===== config.mk =====
export PLATFORM = sky130hd
export DESIGN_NAME = tsc_timer_sync
export DESIGN_NICKNAME = d
export VERILOG_FILES = /design/src/tsc_pkg.sv /design/src/tsc_timer_sync.sv
export VERILOG_INCLUDE_DIRS = /design/src
export SDC_FILE = /design/constraint.sdc
export NUM_CORES = 1
export LEC_CHECK = 0
export ABC_AREA = 1
export ABC_CLOCK_PERIOD_IN_PS = 1500
export BUFFER_PORTS_ARGS = -buffer_cell sky130_fd_sc_hd__buf_2
export CAP_MARGIN = 0
export CORE_UTILIZATION = 34
export DETAILED_ROUTE_END_ITERATION = 10
export HOLD_SLACK_MARGIN = 0.12
export PLACE_DENSITY = 0.76
export SLEW_MARGIN = 30
export SYNTH_ARGS = -nofsm -noshare
export SYNTH_HDL_FRONTEND = slang
export SYNTH_SLANG_ARGS = --single-unit

===== constraint.sdc =====
create_clock -name I_CLK_SYS -period 1.5 [get_ports I_CLK_SYS]
set_clock_uncertainty 0.1 [all_clocks]
set_input_delay 0.3 -clock I_CLK_SYS [delete_from_list [all_inputs] [get_ports I_CLK_SYS]]
set_output_delay 0.3 -clock I_CLK_SYS [all_outputs]
set_load 0.005 [all_outputs]

===== src/tsc_map.svh =====
// register map and field positions of the timer synchronous control block
`ifndef TSC_MAP_SVH
`define TSC_MAP_SVH

`define TSC_ADDR_STRB       8'h95
`define TSC_PAGE_START      4'h1
`define TSC_PAGE_RELOAD     4'h2
`define TSC_PAGE_STOP       4'h3

`define TSC_BIT_T0          0
`define TSC_BIT_T1          1
`define TSC_BIT_T2          2
`define TSC_BIT_T2L         5

`define TSC_RST_STRB        8'h00
`define TSC_RST_RUN         4'h0

`endif


===== src/tsc_pkg.sv =====
// types of the timer synchronous control block
package tsc_pkg;

  typedef struct packed {
    logic       wr;
    logic       rd;
    logic [3:0] page;
    logic [7:0] addr;
    logic [7:0] wdata;
  } tsc_sfr_req_t;

  // run bits: [0] t0, [1] t1, [2] t2, [3] t2 low half
  typedef struct packed {
    logic [3:0] run;
  } tsc_run_t;

  // reload pulses: [0] t0 both, [1] t1 both, [2] t2 high (or both), [3] t2 low
  typedef struct packed {
    logic [3:0] reload;
  } tsc_reload_t;

  typedef struct packed {
    tsc_run_t    run;
    tsc_reload_t rld;
    logic        t2_low_gate;
    logic        t2_high_gate;
    logic [7:0]  rdata;
  } tsc_state_t;

endpackage


===== src/tsc_timer_sync.sv =====
// synchronous start, reload and stop strobes for timers 0, 1 and 2
//
// Overview of operation
// writing one to start strobe bit 0 sets the timer-0 run bit.
// writing one to start strobe bit 1 sets the timer-1 run bit.
// writing one to start strobe bit 2 sets the timer-2 run bit.
// in split mode, start strobe bit 5 sets the timer-2 low half run bit.
// all strobe bits clear themselves; they never stay set.
// a written zero in any strobe bit changes nothing.
// several start strobes in one write start those timers together.
// software writes zero to bits 7-6 and 4-3 of the start register.
// software writes zero to bits 7-6 and 4-3 of reload and stop registers.
// in split mode, reload strobe bit 5 forces a timer-2 low byte reload.
// reload bit 2 reloads both timer-2 bytes, or only high byte when split.
// timer-2 forced reloads are ignored in duty capture mode.
// reload strobe bit 1 forces a reload of both timer-1 bytes.
// reload strobe bit 0 forces a reload of both timer-0 bytes.
// in split mode, stop strobe bit 5 clears the timer-2 low half run bit.
// stop strobe bit 2 clears the timer-2 run bit.
// stop strobe bit 1 clears the timer-1 run bit.
// stop strobe bit 0 clears the timer-0 run bit.
// when split, low half run bit gates low byte, timer-2 run bit high byte.
// when split, the timer-2 run bit gates only the high byte counter.
// forced reload acts like an overflow reload and leaves run bits alone.
// reading any strobe register returns zero.
`timescale 1ns/1ps
`include "tsc_map.svh"

module tsc_timer_sync
  import tsc_pkg::*;
(
  input  wire logic         I_CLK_SYS,
  input  wire logic         I_SYS_RST,
  input  wire tsc_sfr_req_t I_SFR_REQ,
  input  wire logic         I_T2_SPLIT,
  input  wire logic         I_T2_DUTY_CAPTURE,
  input  wire tsc_run_t     I_RUN_HW_CLR,
  output tsc_run_t          O_RUN,
  output tsc_reload_t       O_RELOAD,
  output logic              O_T2_LOW_GATE,
  output logic              O_T2_HIGH_GATE,
  output logic [7:0]        O_SFR_RDATA
);

  tsc_state_t state_q;
  tsc_state_t state_d;

  logic       hit_start;
  logic       hit_reload;
  logic       hit_stop;
  logic [3:0] start_set;
  logic [3:0] stop_clr;
  logic [3:0] reload_set;
  logic [3:0] run_n;

  // decode the three strobe registers sharing one address on separate pages
  assign hit_start  = I_SFR_REQ.addr == `TSC_ADDR_STRB && I_SFR_REQ.page == `TSC_PAGE_START;
  assign hit_reload = I_SFR_REQ.addr == `TSC_ADDR_STRB && I_SFR_REQ.page == `TSC_PAGE_RELOAD;
  assign hit_stop   = I_SFR_REQ.addr == `TSC_ADDR_STRB && I_SFR_REQ.page == `TSC_PAGE_STOP;

  always_comb begin
    start_set  = 4'h0;
    stop_clr   = 4'h0;
    reload_set = 4'h0;
    // reserved bits are not looked at, so stray ones do no harm
    if (I_SFR_REQ.wr && hit_start) begin
      // one decode for all bits so a multi-bit write starts them together
      start_set[0] = I_SFR_REQ.wdata[`TSC_BIT_T0];
      start_set[1] = I_SFR_REQ.wdata[`TSC_BIT_T1];
      start_set[2] = I_SFR_REQ.wdata[`TSC_BIT_T2];
      start_set[3] = I_SFR_REQ.wdata[`TSC_BIT_T2L] && I_T2_SPLIT;
    end
    if (I_SFR_REQ.wr && hit_stop) begin
      stop_clr[0] = I_SFR_REQ.wdata[`TSC_BIT_T0];
      stop_clr[1] = I_SFR_REQ.wdata[`TSC_BIT_T1];
      stop_clr[2] = I_SFR_REQ.wdata[`TSC_BIT_T2];
      stop_clr[3] = I_SFR_REQ.wdata[`TSC_BIT_T2L] && I_T2_SPLIT;
    end
    if (I_SFR_REQ.wr && hit_reload) begin
      reload_set[0] = I_SFR_REQ.wdata[`TSC_BIT_T0];
      reload_set[1] = I_SFR_REQ.wdata[`TSC_BIT_T1];
      // duty capture owns the timer-2 count, so forced reloads are dropped
      reload_set[2] = I_SFR_REQ.wdata[`TSC_BIT_T2] && !I_T2_DUTY_CAPTURE;
      reload_set[3] = I_SFR_REQ.wdata[`TSC_BIT_T2L] && I_T2_SPLIT
                      && !I_T2_DUTY_CAPTURE;
    end
  end

  genvar g;
  generate
    for (g = 0; g < 4; g = g + 1) begin : g_run
      // a software start wins over a hardware clear in the same cycle
      assign run_n[g] = start_set[g] ? 1'b1 :
                        (stop_clr[g] || I_RUN_HW_CLR.run[g]) ? 1'b0 :
                        state_q.run.run[g];
    end
  endgenerate

  always_comb begin
    state_d              = state_q;
    state_d.run.run      = run_n;
    // reload pulses live one cycle only; the strobes never hold a value
    state_d.rld.reload   = reload_set;
    // high byte follows the timer-2 run bit; low byte has its own when split
    state_d.t2_high_gate = run_n[2];
    state_d.t2_low_gate  = I_T2_SPLIT ? run_n[3] : run_n[2];
    // strobe registers read as zero; unmapped reads also give zero
    state_d.rdata        = `TSC_RST_STRB;
  end

  always_ff @(posedge I_CLK_SYS) begin
    if (I_SYS_RST) begin
      state_q.run.run      <= `TSC_RST_RUN;
      state_q.rld.reload   <= 4'h0;
      state_q.t2_low_gate  <= 1'b0;
      state_q.t2_high_gate <= 1'b0;
      state_q.rdata        <= `TSC_RST_STRB;
    end else begin
      state_q <= state_d;
    end
  end

  assign O_RUN          = state_q.run;
  assign O_RELOAD       = state_q.rld;
  assign O_T2_LOW_GATE  = state_q.t2_low_gate;
  assign O_T2_HIGH_GATE = state_q.t2_high_gate;
  assign O_SFR_RDATA    = state_q.rdata;

  logic wr_start;
  logic wr_stop;
  logic wr_reload;
  assign wr_start  = I_SFR_REQ.wr && hit_start;
  assign wr_stop   = I_SFR_REQ.wr && hit_stop;
  assign wr_reload = I_SFR_REQ.wr && hit_reload;
endmodule


======== After elaboration in Yosys (flattened, before gate mapping) ========
Index checks and enable logic that the tools add are counted.
word-level totals
  register bits ........................... 18
  word-level logic and storage cells ...... 40
cells by class
  bitwise gates (word level) .............. 1
  reduce and logical (&&, ||, !) cells .... 17
  multiplexer cells ....................... 11
  eq/ne operators ......................... 4
operators with widths
  kind                  count
  $logic_and A1 B1 Y1   9
  $mux W1               9
  $eq A4 B2 Y1 const B  2
  $eq A8 B8 Y1 const B  1
  $mux W4               2
  $eq A4 B1 Y1 const B  1
  $logic_or A1 B1 Y1    4
  $reduce_bool A2 Y1    2
  $reduce_or A2 Y1      1
  $logic_not A1 Y1      1
  $not A1 Y1            1

======== Logic depth before layout (Yosys ltp) ========
  depth in word-level cells ............... 8
  gate-level depth with buffers ........... 9
  mapped depth without buffers ............ 9

======== Least setup slack after synthesis ========
Ideal clock, no wire load.
  path kind ............................... input port to flip-flop
  start ................................... input port I_SFR_REQ[19] (netlist bit)
  end ..................................... register state_q, in the netlist O_T2_LOW_GATE
  required time ........................... 1287 ps
  library setup time ...................... 113 ps
  stages on the path ...................... 8
  buffers on the path ..................... 0
  data arrival time ....................... 981 ps
  slack ................................... 307 ps
  cell sequence ........................... nor2_1 > nand2_1 > nor2_1 > nand3_1 > nand2_1 > nand2_1 > nor2_1 > nor2_1
between the ends
  cells in the longest elaborated chain, start to end .. 8
RTL lines
  item                           RTL line               source
  from (decl)                    tsc_timer_sync.sv:34   input wire tsc_sfr_req_t I_SFR_REQ,
  $eq A4 B2 Y1 (no line)         n/a
  $logic_and A1 B1 Y1 (no line)  n/a
  $logic_and A1 B1 Y1            n/a
  $mux W4                        tsc_timer_sync.sv:73   if (I_SFR_REQ.wr && hit_stop) begin
  $logic_or A1 B1 Y1             tsc_timer_sync.sv:94   (stop_clr[g] || I_RUN_HW_CLR.run[g]) ? 1'b0 :
  $mux W1                        tsc_timer_sync.sv:94
  $mux W1                        tsc_timer_sync.sv:93   assign run_n[g] = start_set[g] ? 1'b1 :
  $mux W1 (*)                    tsc_timer_sync.sv:106  state_d.t2_low_gate = I_T2_SPLIT ? run_n[3] : run_n[2];
  to (signal assigned)           tsc_timer_sync.sv:119  state_q <= state_d;
  to (decl)                      tsc_timer_sync.sv:45   tsc_state_t state_q;
Every way passes the cells marked *; elsewhere a longest branch is shown, timed or not.
A chain may end at the register's enable or synchronous reset.

======== Final worst setup path ========
Ends and elaborated chain as after synthesis.

==> run_results.csv <==
group,metric,value,unit
floorplan,io_pins,48,
setup_path,ff2ff_setup_slack,0.62,ns
logic_synthesis,synth_top_cell_by_area,"dfxtp_1",
sta,rsz0062_at_grt,"false",
logic_synthesis,synth_edf_count,0,
power,powerDensity,710,nW/um^2
sta,finalHoldViolations,0,
setup_path,r2r.worst_path.cells,6,
finish,fillCellCount,136,
grt,grt_pass1_wl,1570,um
logic_synthesis,synthFlopType,"dfxtp_1",
placement,portBuffers,34,
finish,layout.nets,144,
finish,drive_gt1_share,34.5,%
routing,num_vias,523,
routing,first_pass_iters,6,
sta,setup_violations,0,
setup_path,crit_fanout,4,
logic_synthesis,synth_area_leaders,"dfxtp_1 36%, buf_4 13%, nor2_1 12%",
clock_network,ctsHoldBuffers,0,
power,worst_ir_drop_vdd,169,uV
clock_network,post-cts-setup-buffers,0,
setup_path,required,1.60,ns
logic_synthesis,ys_ff_latch,9,
logic_synthesis,ys_async_sr_fraction,0,%
grt,grtUsageMet2,23.8,%
setup_path,r2r_start,"O_RUN[2]",
routing,vias_per_cell,4.09,
clock_network,numCtsBuffers,3,
grt,gr-usage-met3,2.22,%
clock_network,tritoncts,"yes",
clock_network,clkTransAtPathRegs,0.06,ns
clock_network,ctsHtreeMaxLevel,1,
grt,track_usage,13.8,%
logic_synthesis,synthTopCellsByCount,"16 x nor2_1, 13 x inv_1, 12 x nand2_1",
finish,diodes,0,
worst_hold_path,hold_class,"input pin to flip-flop",
setup_path,crit_path_frequent_cell,"nor2_1",
setup_path,r2r-end,"O_T2_LOW_GATE",
logic_synthesis,yosysSeqAreaShare,35.7,%
logic_synthesis,ys_warn_count,0,
clock_network,root_buffer,"clkbuf_4",
floorplan,die_y,40.5,um
grt,grt_max_degree,9,
placement,dp_hpwl,882,um
routing,drt_iter0_drc,8,
finish,final_cells,128,
worst_hold_path,min_from,"I_SYS_RST",
grt,busiest_layer,"met2",
floorplan,die_w,40.5,um
setup_path,startpoint_type,"input pin",
finish,area_growth,34.5,%
logic_synthesis,ys_types,12,
placement,place.gp.congestion,0.668,
power,leakage,0.000403,uW
floorplan,rows,13,
clock_network,clkLatencyLatePin,0.25,ns
routing,wire_per_inst,8.13,um
sta,max_clock_freq,860,MHz
sta,fin_setup_tns,0,ns
flow_run,cap_viol_max_count,0,
placement,dp.cells,124,
setup_path,crit_chain,"buf_2 > nor2_1 > nand2_1 > nor2_1 > nand3_1 > nand3_1 > nand2_1 > nor2_1",
setup_path,path_class,"input pin to flip-flop",
worst_hold_path,holdPathStages,2,
grt,grt_util_met1,16.3,%
logic_synthesis,post_synth.cell_area_avg,6.55,um^2
floorplan,core,1330,um^2
logic_synthesis,syn_area,504,um^2
outcome,status,"finished clean",
clock_network,clock-sinks,9,
sta,fin_crit,1.16,ns
setup_path,endpoint_kind,"flip-flop",
routing,routed_wirelength,1040,um
logic_synthesis,netlist_instances,77,
floorplan,initial_core_util,37.8,%
grt,antenna_found_initial,0,
setup_path,slowest_delay,0.24,ns
sta,fin_crit_sh,77.5,%
setup_path,slowest_stage,"nor2_1",
routing,ant_nets,0,
clock_network,postCtsResizedCells,0,
sta,slew_viol_final,0,
setup_path,cp.arrival,1.26,ns
worst_hold_path,min_to,"O_RUN[2]",
grt,grt_overflow,0,
logic_synthesis,synth_top_area_share,35.7,%
clock_network,clockBufferDepth,2,
logic_synthesis,post-synth-top-count-cell,"nor2_1",
routing,drc_errors,0,
floorplan,die-area,1640,um^2
grt,grt_pass1_vias,430,
[worst max-delay path by stage]
stage / from / end / cells after the start
6_report: I_SFR_REQ[19] / O_T2_LOW_GATE / 8
2_1_floorplan: I_SFR_REQ[19] / O_T2_LOW_GATE / 8
3_3_place_gp: I_SFR_REQ[19] / O_T2_LOW_GATE / 9
3_5_place_dp: I_SFR_REQ[19] / O_T2_LOW_GATE / 8
4_1_cts: I_SFR_REQ[19] / O_T2_LOW_GATE / 8
5_1_grt: I_SFR_REQ[19] / O_T2_LOW_GATE / 8
[layout make-up]
type,instances,area (um^2),share of cell area [%]
Timing Repair Buffer,34,170,25.1
Sequential cell,9,180,26.6
Tap cell,15,18.8,2.77
Clock buffer,4,26.3,3.87
Inverter,13,48.8,7.20
Multi-Input combinational cell,53,234,34.5
[sequential cells by signal (all words and copies together), names as in the netlist]
signal and cells:
O_RELOAD 4, O_RUN 4, O_T2_LOW_GATE 1
[per-stage QoR]
| step | cell area [um^2] | total power [uW] | hold WS (ns) | util (%) | setup WS (ns) |
|---|---|---|---|---|---|
| finish | 678 | 482 | 0.186 | 50.8 | 0.337 |
| global route | 678 | 503 | 0.189 | 50.8 | 0.168 |
| CTS | 678 | 481 | 0.180 | 50.8 | 0.339 |
| detailed placement | 652 | 304 | 0.448 | 48.9 | 0.0776 |
| global placement | 652 | 303 | 0.441 | 48.9 | 0.100 |
| floorplan | 531 | 281 | 0.269 | - | 0.307 |
[layer usage]
layer / vias to the layer above / share of wire [%]
met3: 0 / 8.3
met2: 25 / 48
met1: 210 / 44
met5: - / 0
met4: 0 / 0
li1: 288 / -
[kinds of logic (layout without fill, tap and decap cells)]
| group | Yosys count | after routing | synth area share (%) |
|---|---|---|---|
| AOI/OAI and AO/OA | 6 | 6 | 5.96 |
| buffers and inverters | 22 | 51 | 23.1 |
| DFF | 9 | 9 | 35.7 |
| other | 1 | 8 | 0.744 |
| and+or+nand+nor | 39 | 39 | 34.5 |
[layout by cell type, fill, tap and decap left out]
| cell | count |
|---|---|
| nor2_4 | 1 |
| clkbuf_1 | 1 |
| inv_1 | 13 |
| nand2_1 | 12 |
| a21oi_1 | 4 |
| nand3_1 | 8 |
| nor2_1 | 16 |
| clkbuf_4 | 3 |
| buf_2 | 34 |
| nand3b_2 | 1 |
| o21ai_0 | 2 |
| dfxtp_1 | 9 |
| or2_1 | 1 |
| conb_1 | 8 |
[critical path: cells and delay by family]
family / cells / cell delay (ns)
buffers and inverters: 1 / 0.10
AND/OR/NAND/NOR: 7 / 0.86
[where the power goes]
group          total, uW  switching (uW)  internal (uW)  leakage [uW]
Clock                182            80.2            102     0.0000150
Combinational       58.9            29.8           29.1      0.000315
Sequential           240           0.166            240     0.0000726
Total                482             110            371      0.000403
Power figures use the tool's default switching activity.
